--- config.mk ---
export PLATFORM = sky130hd
export DESIGN_NAME = dlsw_seq
export DESIGN_NICKNAME = d
export VERILOG_FILES = /design/src/dlsw_pkg.sv /design/src/dlsw_mr_if.sv /design/src/dlsw_mr_store.sv /design/src/dlsw_seq.sv
export SDC_FILE = /design/constraint.sdc
export NUM_CORES = 1
export LEC_CHECK = 0
export BUFFER_PORTS_ARGS = -buffer_cell sky130_fd_sc_hd__buf_4
export CAP_MARGIN = 10
export CORE_AREA = 2 2 188 190
export DETAILED_ROUTE_END_ITERATION = 10
export DIE_AREA = 0 0 190 192
export PLACE_DENSITY_LB_ADDON = 0.12
export SETUP_SLACK_MARGIN = 0.1
export SLEW_MARGIN = 10
export SYNTH_ARGS = -nofsm -noshare
export SYNTH_HDL_FRONTEND = slang
export SYNTH_SLANG_ARGS = --single-unit
--- constraint.sdc ---
create_clock -name pclk -period 3.05 [get_ports pclk]
set_input_delay 0.61 -clock pclk [delete_from_list [all_inputs] [get_ports pclk]]
set_output_delay 0.61 -clock pclk [all_outputs]
set_load 0.02 [all_outputs]
--- src/dlsw_pkg.sv ---
// Shared constants and types for the DLL switch and clock change sequencer
package dlsw_pkg;
	// Register byte offsets
	localparam logic [11:0] ADDR_STATUS   = 12'h000;
	localparam logic [11:0] ADDR_FLAGS    = 12'h004;
	localparam logic [11:0] ADDR_LOCK_CFG = 12'h008;
	localparam logic [11:0] ADDR_HOLD_CFG = 12'h00C;
	localparam logic [11:0] ADDR_SRX_CFG  = 12'h010;
	localparam logic [11:0] ADDR_MR_BASE  = 12'h020;
	localparam logic [11:0] ADDR_MR_LAST  = 12'h02C;
	// Status fields
	localparam int ST_DLL_ON_BIT   = 0;
	localparam int ST_LOCKED_BIT   = 1;
	localparam int ST_SREF_BIT     = 2;
	localparam int ST_PDN_BIT      = 3;
	localparam int ST_CLK_IGN_BIT  = 4;
	localparam int ST_EXIT_WT_BIT  = 5;
	// Sticky flag fields
	localparam int FL_EXIT_CMD_BIT  = 0;
	localparam int FL_EARLY_CMD_BIT = 1;
	localparam int FL_W             = 2;
	// Mode register layout
	localparam int MR_W            = 16;
	localparam int MR_IDX_W        = 2;
	localparam int MR_DEPTH        = 4;
	localparam int MR_DLL_DIS_BIT  = 0;
	localparam int MR_DLL_RST_BIT  = 8;
	localparam logic [1:0] LATENCY_MR_IDX  = 2'h0;
	localparam logic [1:0] TERM_DLL_MR_IDX = 2'h1;
	localparam logic [15:0] MR_RST = 16'h0000;
	// Pin bundle layout
	localparam int PIN_W       = 25;
	localparam int PIN_CKE     = 24;
	localparam int PIN_ODT     = 23;
	localparam int PIN_CS_N    = 22;
	localparam int PIN_RAS_N   = 21;
	localparam int PIN_CAS_N   = 20;
	localparam int PIN_WE_N    = 19;
	localparam int PIN_BA_LO   = 16;
	localparam int PIN_ADDR_LO = 0;
	// Timing counts in memory clock cycles, reset values of the config registers
	localparam logic [15:0] LOCK_CYC_RST = 16'h0200;
	localparam logic [7:0]  HOLD_CYC_RST = 8'h05;
	localparam logic [15:0] SRX_CYC_RST  = 16'h0100;

	typedef enum logic [2:0] {
		CMD_DES,
		CMD_NOP,
		CMD_MRS,
		CMD_REF,
		CMD_OTHER
	} dlsw_cmd_t;

	typedef enum logic [1:0] {
		DEV_IDLE,
		DEV_SREF,
		DEV_PDN
	} dlsw_dev_t;
endpackage : dlsw_pkg

--- src/dlsw_mr_if.sv ---
// Write and read port of the mode register store
`timescale 1ns/100ps
interface dlsw_mr_if;
	import dlsw_pkg::*;
	logic                wr_en;
	logic [MR_IDX_W-1:0] wr_idx;
	logic [MR_W-1:0]     wr_data;
	logic [MR_IDX_W-1:0] rd_idx;
	logic [MR_W-1:0]     rd_data;
	modport store (input wr_en, input wr_idx, input wr_data, input rd_idx, output rd_data);
	modport user (output wr_en, output wr_idx, output wr_data, output rd_idx, input rd_data);
endinterface : dlsw_mr_if

--- src/dlsw_mr_store.sv ---
// Mode register store with registered read data
`timescale 1ns/100ps
module dlsw_mr_store (
	input  wire logic   pclk,      // Clock
	input  wire logic   presetn,   // Async reset, active low
	dlsw_mr_if.store    mr         // Write and read port
);
	import dlsw_pkg::*;

	typedef struct packed {
		logic [MR_DEPTH-1:0][MR_W-1:0] mem;
		logic [MR_W-1:0]               rd;
	} dlsw_mrs_t;

	dlsw_mrs_t st_ff;
	dlsw_mrs_t nxt_st;

	always_comb begin
		nxt_st = st_ff;
		if (mr.wr_en) begin
			nxt_st.mem[mr.wr_idx] = mr.wr_data;
		end
		nxt_st.rd = st_ff.mem[mr.rd_idx];
	end

	always_ff @(posedge pclk or negedge presetn) begin
		if (!presetn) begin
			st_ff <= '0;
		end else begin
			st_ff <= nxt_st;
		end
	end

	assign mr.rd_data = st_ff.rd;
endmodule : dlsw_mr_store

--- src/dlsw_seq.sv ---
// Device side DLL on/off and clock change tracker with APB registers
// Notes on behaviour
// - Writing the DLL-disable bit as 1 turns the DLL off until written 0.
// - Writing the DLL reset bit as 1 starts a DLL reset and relock; the code ignores it while the DLL is disabled.
// - During relock, enable high, termination low; after lock, new frequency used. The code checks neither cke nor termination_ctl_pin during relock.
// - In self refresh past the clock hold time the input clock is ignored.
//
// Our own choices: the placing of the registers and the APB interface to the registers.
`timescale 1ns/100ps
module dlsw_seq (
	input  wire logic        pclk,          // Memory clock
	input  wire logic        presetn,       // Async reset, active low
	input  wire logic        psel,          // APB select
	input  wire logic        penable,       // APB enable
	input  wire logic        pwrite,        // APB direction
	input  wire logic [11:0] paddr,         // APB byte address
	input  wire logic [31:0] pwdata,        // APB write data
	output logic             pready,        // APB ready
	output logic      [31:0] prdata,        // APB read data
	output logic             pslverr,       // APB error on unmapped address
	input  wire logic        cke,           // Clock enable pin
	input  wire logic        termination_ctl_pin, // Termination control pin
	input  wire logic        cs_n,          // Chip select, active low
	input  wire logic        ras_n,         // Row strobe, active low
	input  wire logic        cas_n,         // Column strobe, active low
	input  wire logic        we_n,          // Write enable, active low
	input  wire logic [2:0]  ba,            // Bank address, selects mode register
	input  wire logic [15:0] addr,          // Address, mode register value
	output logic             dll_off,       // DLL disabled
	output logic             dll_locked,    // DLL locked
	output logic             clk_ignored    // Input clock is a don't care
);
	import dlsw_pkg::*;

	typedef struct packed {
		logic [PIN_W-1:0] sync1;
		logic [PIN_W-1:0] sync2;
		logic             prev_cke;
		dlsw_dev_t        dev;
		logic             dll_dis;
		logic             locked;
		logic [15:0]      lock_cnt;
		logic [7:0]       hold_cnt;
		logic             clk_ign;
		logic             in_exit;
		logic [15:0]      srx_cnt;
		logic [FL_W-1:0]  flags;
		logic [15:0]      lock_cfg;
		logic [7:0]       hold_cfg;
		logic [15:0]      srx_cfg;
		logic             pready;
		logic [31:0]      prdata;
		logic             pslverr;
	} dlsw_st_t;

	localparam dlsw_st_t ST_RST = '{
		sync1: '0, sync2: '0, prev_cke: 1'b0, dev: DEV_IDLE, dll_dis: 1'b0,
		locked: 1'b0, lock_cnt: 16'h0000, hold_cnt: 8'h00, clk_ign: 1'b0,
		in_exit: 1'b0, srx_cnt: 16'h0000, flags: '0, lock_cfg: LOCK_CYC_RST,
		hold_cfg: HOLD_CYC_RST, srx_cfg: SRX_CYC_RST, pready: 1'b0,
		prdata: 32'h0000_0000, pslverr: 1'b0};

	dlsw_st_t st_ff;
	dlsw_st_t nxt_st;

	dlsw_mr_if mr_bus ();

	dlsw_mr_store u_mr_store (
		.pclk    (pclk),
		.presetn (presetn),
		.mr      (mr_bus.store)
	);

	function automatic dlsw_cmd_t cmd_of(input logic [PIN_W-1:0] p);
		if (p[PIN_CS_N]) begin
			return CMD_DES;
		end
		unique case ({p[PIN_RAS_N], p[PIN_CAS_N], p[PIN_WE_N]})
			3'b111: return CMD_NOP;
			3'b000: return CMD_MRS;
			3'b001: return CMD_REF;
			default: return CMD_OTHER;
		endcase
	endfunction : cmd_of

	function automatic logic is_mapped(input logic [11:0] a);
		return (a == ADDR_STATUS) || (a == ADDR_FLAGS) || (a == ADDR_LOCK_CFG) ||
			(a == ADDR_HOLD_CFG) || (a == ADDR_SRX_CFG) ||
			((a >= ADDR_MR_BASE) && (a <= ADDR_MR_LAST) && (a[1:0] == 2'b00));
	endfunction : is_mapped

	dlsw_cmd_t           cmd;
	logic                cke_now;
	logic [MR_IDX_W-1:0] mr_idx;
	logic [MR_W-1:0]     mr_val;
	logic                mrs_term;
	logic                mrs_lat;
	logic                apb_wr;
	logic                apb_rd;
	logic [31:0]         status;
	logic [FL_W-1:0]     flag_set;

	always_comb begin
		cmd      = cmd_of(st_ff.sync2);
		cke_now  = st_ff.sync2[PIN_CKE];
		mr_idx   = st_ff.sync2[PIN_BA_LO +: MR_IDX_W];
		mr_val   = st_ff.sync2[PIN_ADDR_LO +: MR_W];
		mrs_term = (cmd == CMD_MRS) && (mr_idx == TERM_DLL_MR_IDX);
		mrs_lat  = (cmd == CMD_MRS) && (mr_idx == LATENCY_MR_IDX);
		// Flag events of this cycle, so that a clear can never swallow one
		flag_set = '0;
		flag_set[FL_EXIT_CMD_BIT]  = st_ff.in_exit && (cmd != CMD_NOP) && (cmd != CMD_DES);
		flag_set[FL_EARLY_CMD_BIT] = (st_ff.lock_cnt != 16'h0000) && (cmd == CMD_OTHER);
		apb_wr   = psel && penable && pwrite && st_ff.pready;
		apb_rd   = psel && penable && !pwrite && !st_ff.pready;
		status   = 32'h0000_0000;
		status[ST_DLL_ON_BIT]  = !st_ff.dll_dis;
		status[ST_LOCKED_BIT]  = st_ff.locked;
		status[ST_SREF_BIT]    = (st_ff.dev == DEV_SREF);
		status[ST_PDN_BIT]     = (st_ff.dev == DEV_PDN);
		status[ST_CLK_IGN_BIT] = st_ff.clk_ign;
		status[ST_EXIT_WT_BIT] = st_ff.in_exit;
	end

	assign mr_bus.wr_en   = (cmd == CMD_MRS);
	assign mr_bus.wr_idx  = mr_idx;
	assign mr_bus.wr_data = mr_val;
	assign mr_bus.rd_idx  = paddr[3:2];

	always_comb begin
		nxt_st = st_ff;
		nxt_st.sync1 = {cke, termination_ctl_pin, cs_n, ras_n, cas_n, we_n, ba, addr};
		nxt_st.sync2 = st_ff.sync1;
		nxt_st.prev_cke = cke_now;

		// Power state from clock enable edges
		unique case (st_ff.dev)
			DEV_IDLE: begin
				if (st_ff.prev_cke && !cke_now) begin
					nxt_st.dev      = (cmd == CMD_REF) ? DEV_SREF : DEV_PDN;
					nxt_st.hold_cnt = st_ff.hold_cfg;
				end
			end
			DEV_SREF, DEV_PDN: begin
				if (!st_ff.prev_cke && cke_now) begin
					nxt_st.dev     = DEV_IDLE;
					nxt_st.clk_ign = 1'b0;
					if (st_ff.dev == DEV_SREF) begin
						nxt_st.in_exit = 1'b1;
						nxt_st.srx_cnt = st_ff.srx_cfg;
					end
				end else if (st_ff.hold_cnt != 8'h00) begin
					nxt_st.hold_cnt = st_ff.hold_cnt - 8'h01;
				end else begin
					nxt_st.clk_ign = 1'b1;
				end
			end
		endcase

		// Self refresh exit wait
		if (st_ff.in_exit) begin
			if ((cmd != CMD_NOP) && (cmd != CMD_DES)) begin
				nxt_st.flags[FL_EXIT_CMD_BIT] = 1'b1;
			end
			if (st_ff.srx_cnt <= 16'h0001) begin
				nxt_st.in_exit = 1'b0;
			end else begin
				nxt_st.srx_cnt = st_ff.srx_cnt - 16'h0001;
			end
		end

		// DLL disable bit and DLL reset with relock count
		if (st_ff.lock_cnt != 16'h0000) begin
			nxt_st.lock_cnt = st_ff.lock_cnt - 16'h0001;
			if (st_ff.lock_cnt == 16'h0001) begin
				nxt_st.locked = 1'b1;
			end
			if (cmd == CMD_OTHER) begin
				nxt_st.flags[FL_EARLY_CMD_BIT] = 1'b1;
			end
		end
		if (mrs_term) begin
			nxt_st.dll_dis = mr_val[MR_DLL_DIS_BIT];
			if (mr_val[MR_DLL_DIS_BIT]) begin
				nxt_st.locked   = 1'b0;
				nxt_st.lock_cnt = 16'h0000;
			end
		end
		if (mrs_lat && mr_val[MR_DLL_RST_BIT] && !st_ff.dll_dis) begin
			nxt_st.locked   = 1'b0;
			nxt_st.lock_cnt = (st_ff.lock_cfg == 16'h0000) ? 16'h0001 : st_ff.lock_cfg;
		end

		// APB slave, one wait state per transfer
		nxt_st.pready = psel && penable && !st_ff.pready;
		if (apb_rd) begin
			nxt_st.pslverr = !is_mapped(paddr);
			unique case (paddr)
				ADDR_STATUS:   nxt_st.prdata = status;
				ADDR_FLAGS:    nxt_st.prdata = {30'h0, st_ff.flags};
				ADDR_LOCK_CFG: nxt_st.prdata = {16'h0000, st_ff.lock_cfg};
				ADDR_HOLD_CFG: nxt_st.prdata = {24'h00_0000, st_ff.hold_cfg};
				ADDR_SRX_CFG:  nxt_st.prdata = {16'h0000, st_ff.srx_cfg};
				default: begin
					nxt_st.prdata = is_mapped(paddr) ? {16'h0000, mr_bus.rd_data}
						: 32'h0000_0000;
				end
			endcase
		end else if (psel && penable && pwrite && !st_ff.pready) begin
			nxt_st.pslverr = !is_mapped(paddr);
			nxt_st.prdata  = 32'h0000_0000;
		end
		if (apb_wr) begin
			unique case (paddr)
				ADDR_FLAGS: begin
					// Clear by writing 1; a new event in the same cycle wins
					nxt_st.flags = (st_ff.flags & ~pwdata[FL_W-1:0]) | flag_set;
				end
				ADDR_LOCK_CFG: nxt_st.lock_cfg = pwdata[15:0];
				ADDR_HOLD_CFG: nxt_st.hold_cfg = pwdata[7:0];
				ADDR_SRX_CFG:  nxt_st.srx_cfg  = pwdata[15:0];
				default: begin
				end
			endcase
		end
	end

	always_ff @(posedge pclk or negedge presetn) begin
		if (!presetn) begin
			st_ff <= ST_RST;
		end else begin
			st_ff <= nxt_st;
		end
	end

	assign pready      = st_ff.pready;
	assign prdata      = st_ff.prdata;
	assign pslverr     = st_ff.pslverr;
	assign dll_off     = st_ff.dll_dis;
	assign dll_locked  = st_ff.locked;
	assign clk_ignored = st_ff.clk_ign;

	a_dll_off_write: assert property (@(posedge pclk) disable iff (!presetn)
		mrs_term && mr_val[MR_DLL_DIS_BIT] |=> dll_off && !dll_locked)
		else $error("DLL not disabled after disable write");
	a_dll_off_stays: assert property (@(posedge pclk) disable iff (!presetn)
		$rose(dll_off) |-> $past(mrs_term) && $past(mr_val[MR_DLL_DIS_BIT]))
		else $error("DLL disabled without a disable write");
	a_dll_reset_start: assert property (@(posedge pclk) disable iff (!presetn)
		mrs_lat && mr_val[MR_DLL_RST_BIT] && !dll_off && !mrs_term
		|=> !dll_locked && (st_ff.lock_cnt != 16'h0000))
		else $error("DLL reset did not start relock");
	a_lock_on_count: assert property (@(posedge pclk) disable iff (!presetn)
		$rose(dll_locked) |-> $past(st_ff.lock_cnt) == 16'h0001)
		else $error("DLL locked before lock count expired");
	a_clk_ign_state: assert property (@(posedge pclk) disable iff (!presetn)
		clk_ignored |-> (st_ff.dev != DEV_IDLE))
		else $error("Clock ignored outside self refresh or power-down");
	a_clk_ign_hold: assert property (@(posedge pclk) disable iff (!presetn)
		$rose(clk_ignored) |-> $past(st_ff.hold_cnt) == 8'h00)
		else $error("Clock ignored before hold time");

	a_dll_on_write: assert property (@(posedge pclk) disable iff (!presetn)
		mrs_term && !mr_val[MR_DLL_DIS_BIT] |=> !dll_off)
		else $error("DLL not enabled after enable write");
	a_reset_refused: assert property (@(posedge pclk) disable iff (!presetn)
		mrs_lat && mr_val[MR_DLL_RST_BIT] && dll_off
		|=> !dll_locked && (st_ff.lock_cnt == 16'h0000))
		else $error("DLL reset accepted while DLL disabled");
	a_lock_stays: assert property (@(posedge pclk) disable iff (!presetn)
		dll_locked && !mrs_term && !mrs_lat |=> dll_locked)
		else $error("DLL lost lock without a mode command");
	a_clk_ign_exit: assert property (@(posedge pclk) disable iff (!presetn)
		(st_ff.dev != DEV_IDLE) && !st_ff.prev_cke && cke_now |=> !clk_ignored)
		else $error("Clock still ignored after low power exit");
	a_flag_set_wins: assert property (@(posedge pclk) disable iff (!presetn)
		flag_set[FL_EARLY_CMD_BIT] |=> st_ff.flags[FL_EARLY_CMD_BIT])
		else $error("Early command flag not recorded");

	c_sref_clk_ign: cover property (@(posedge pclk) disable iff (!presetn)
		(st_ff.dev == DEV_SREF) && clk_ignored);
	c_dll_relock: cover property (@(posedge pclk) disable iff (!presetn)
		$rose(dll_locked));
	c_pdn_entry: cover property (@(posedge pclk) disable iff (!presetn)
		st_ff.dev == DEV_PDN);
	c_exit_wait_end: cover property (@(posedge pclk) disable iff (!presetn)
		$fell(st_ff.in_exit));
endmodule : dlsw_seq

==> run_results.csv <==
group,metric,value,unit
outcome,status,"complete, but fails checks",
outcome,violations,"hold timing",
timing,whs,-0.000632,ns
logic_synthesis,synth_adder_area_share,0.0110,
global_routing,grt_pass1_vias,6978,
finish,stdcell_area,12200,µm²
logic_synthesis,syn-cell-area,10200,µm²
global_routing,grt_pass1_wl,42100,µm
finish,drive_above_1_share,0.316,
clock_network,cts_tree,"yes",
timing,tns,0,ns
logic_synthesis,yosys.area.top_type_share,0.558,
routing,vias,6777,
routing,drc_errors,0,
pwr,power.total,9.44,mW
logic_synthesis,synth_top_area_cell,"dfrtp_1",
clock_network,clkTransAtPathRegs,0.06,ns
pwr,irDropWorstVdd,457,µV
logic_synthesis,synth_warnings,0,
placement,gp_congestion,0.757,
routing,first_iter_violations,347,
min_path,hp-class,"primary input to asynchronous set/reset pin",
clock_network,hold_buffers,0,
floorplanning,num_rows,68,
clock_network,htree_levels,1,
worst_setup_path,cp.required,3.49,ns
timing,max_freq,0.385,GHz
logic_synthesis,async_reset_ff_frac,1.00,
floorplanning,start_util,0.298,
routing,dr.pass1.iters,5,
logic_synthesis,synth_compound_area_frac,0.0963,
clock_network,cts-root-buf,"clkbuf_16",
placement,dpl.cell_count,1330,
timing,rsz0062_at_grt,"false",
logic_synthesis,synthMuxAreaShare,0.164,
run,cap_violations,0,
pwr,p_leak,5.50,nW
clock_network,numClockSinks,232,
clock_network,ctsResizeCount,0,
finish,antenna_cells,0,
logic_synthesis,synth.avg_cell_area,12.5,µm²
worst_setup_path,worstPathMaxFanout,7,
logic_synthesis,synth_simple_gate_area_share,0.105,
global_routing,use_met2,0.247,
logic_synthesis,seq_area_frac_synth,0.568,
finish,synthToLayoutAreaGrowth,19.6,%
logic_synthesis,synth_top_family_by_area,"multiplexers",
timing,setup_viol,0,
timing,slew_violations,0,
routing,ant_nets,0,
timing,period_minus_slack,2.59,ns
finish,layout.nets,987,
timing,slew_headroom,0.457,
clock_network,clkLatencyLatePin,0.55,ns
timing,hold_violations,2,
worst_setup_path,worstSetupPathType,"flip-flop to flip-flop",
routing,wl,26700,µm
finish,fin_cells,1379,
routing,detail_route.vias_per_cell,4.91,
worst_setup_path,cp_data_arrival_time,3.03,ns
timing,fin_crit_sh,0.851,
placement,detailed_place_hpwl,18400,µm
logic_synthesis,synth_edf_count,0,
logic_synthesis,netlist_top_cells_count,"228 x dfrtp_1, 106 x mux2_2, 55 x nand2_1",
finish,fillers,3391,
timing,fin_skew,0.0100,ns
worst_setup_path,end_kind,"flip-flop",
logic_synthesis,synth_xor_area_frac,0.0120,
placement,port_buffers,76,
global_routing,grt_max_degree,71,
floorplanning,fp.dieW,190,µm
logic_synthesis,ys_ff_latch,232,
global_routing,busiest_layer,"met2",
floorplanning,io-pin-count,111,
global_routing,track_usage,0.150,
pwr,pwr_density_cell,772,nW/µm²
logic_synthesis,synth.distinct_cells,70,
floorplanning,fp.dieH,192,µm
logic_synthesis,syn-instance-count,820,
logic_synthesis,synth_most_common_cell,"dfrtp_1",
global_routing,overflow,0,
clock_network,numCtsBuffers,27,
clock_network,clockBufferDepth,3,
global_routing,antenna_found_initial,0,
logic_synthesis,ys.flop_type,"dfrtp_1",
clock_network,postCtsSetupBuffers,0,
floorplanning,fp.coreArea,34300,µm²
routing,post_drt_wl_per_cell,19.4,µm
floorplanning,dieArea,36500,µm²
global_routing,met3_usage,0.0236,
logic_synthesis,synthTopCellsByArea,"dfrtp_1 56%, mux2_2 12%, mux4_2 3.5%, buf_4 2.3%, o21ai_0 2.3%",
placement,place_area,11300,µm²
finish,fin_util,0.357,
timing,worstMarginPinSlew,0.807,ns
worst_setup_path,worst_setup_path_start_kind,"flip-flop",
global_routing,grtUsageMet1,0.205,
## flip-flops by register name, summed over array words and instances, names as in the netlist
name / count
cke_now: 1
nxt_st: 23
mr_bus.wr_data: 16
st_ff: 90
pslverr: 1
prdata: 16
u_mr_store.st_ff: 64
clk_ignored: 1
dll_locked: 1
u_mr_store.mr.rd_data: 16
mr_bus.wr_idx: 2
pready: 1
## worst max-delay path, cell delays in order, from the launching register on
cell     delay, ns
dfrtp_1       0.45
or4_1         0.65
or4_1         0.56
o31a_1        0.38
o31a_1        0.14
a221o_1       0.29
## layout make-up
type	instances	area (µm²)	share of cell area
flip-flops and latches	232	5810	0.475
multi-input cells	522	4040	0.330
repair buffers	107	836	0.0683
clock buffers	38	777	0.0635
well taps	455	569	0.0465
clock inverters	11	151	0.0124
inverters	14	52.6	0.00430
## placed cells by master (no fill, tap or decap), types with 6 or more instances in the layout
cell type  synthesis  layout
nand3_1           11      11
xor2_1            10      10
nor2_1            40      40
inv_1             14      14
o211ai_1           6       6
mux2_2           106     106
o21ai_0           47      47
o2bb2ai_1         10      10
a21oi_1           19      19
nor4_1            20      20
a222oi_1           7       7
dfrtp_1          228     228
o31ai_1            7       7
mux4_2            16      16
nand2_1           55      55
mux2i_1           12      12
nand2b_1           8       8
a211oi_1           9       9
nor3_1            18      17
clkbuf_16          0      27
ha_1               9       9
nand4_1            6       6
or4_1              7       7
clkbuf_8           0       6
conb_1             1      16
nor3b_1            6       6
buf_4             32     104
## kinds of logic (layout without fill, tap and decap cells)
kind of cell	Yosys count	after routing
xor+xnor	14	14
fa+ha+maj	9	9
mux	134	134
simple gates	206	206
buf+inv	81	170
other cells	1	16
compound gates	143	143
flops	232	232
## metrics by stage
stage / hold WS, ns / setup WS [ns]
2_1_floorplan: 0.314 / 0.488
3_3_place_gp: 0.331 / 0.400
3_5_place_dp: 0.335 / 0.428
4_1_cts: 0.0237 / 0.454
5_1_grt: 0.0189 / 0.268
6_report: -0.000632 / 0.456
## worst paths after layout
kind | from | cells past startpoint | slack [ns] | endpoint
max | st_ff[79]$_DFF_PN0_ | 5 | 0.46 | st_ff[87]$_DFF_PN0_
min | presetn | 1 | -0.0006 | st_ff[96]$_DFFE_PN0P_
max reg2reg | st_ff[79]$_DFF_PN0_ | 5 | 0.46 | st_ff[87]$_DFF_PN0_
min reg2reg | nxt_st[125]$_DFF_PN0_ | 0 | 0.35 | mr_bus.wr_data[2]$_DFF_PN0_
max in group asynchronous | presetn | 2 | 2.26 | st_ff[98]$_DFFE_PN0P_
min in group pclk | addr[4] | 1 | 0.17 | nxt_st[127]$_DFF_PN0_
## per-layer routing
metal,vias to the layer above,part of all wire
met5,-,0
li1,3127,-
met4,0,0.023
met2,137,0.48
met3,38,0.036
met1,3475,0.46
## power by group
group          switching [mW]  internal [mW]  total, mW
sequential              0.435           3.59       4.03
combinational            1.08          0.987       2.07
clock                    1.31           2.03       3.35
total                    2.83           6.61       9.44
Note: power is estimated with default switching activity, not from simulation.
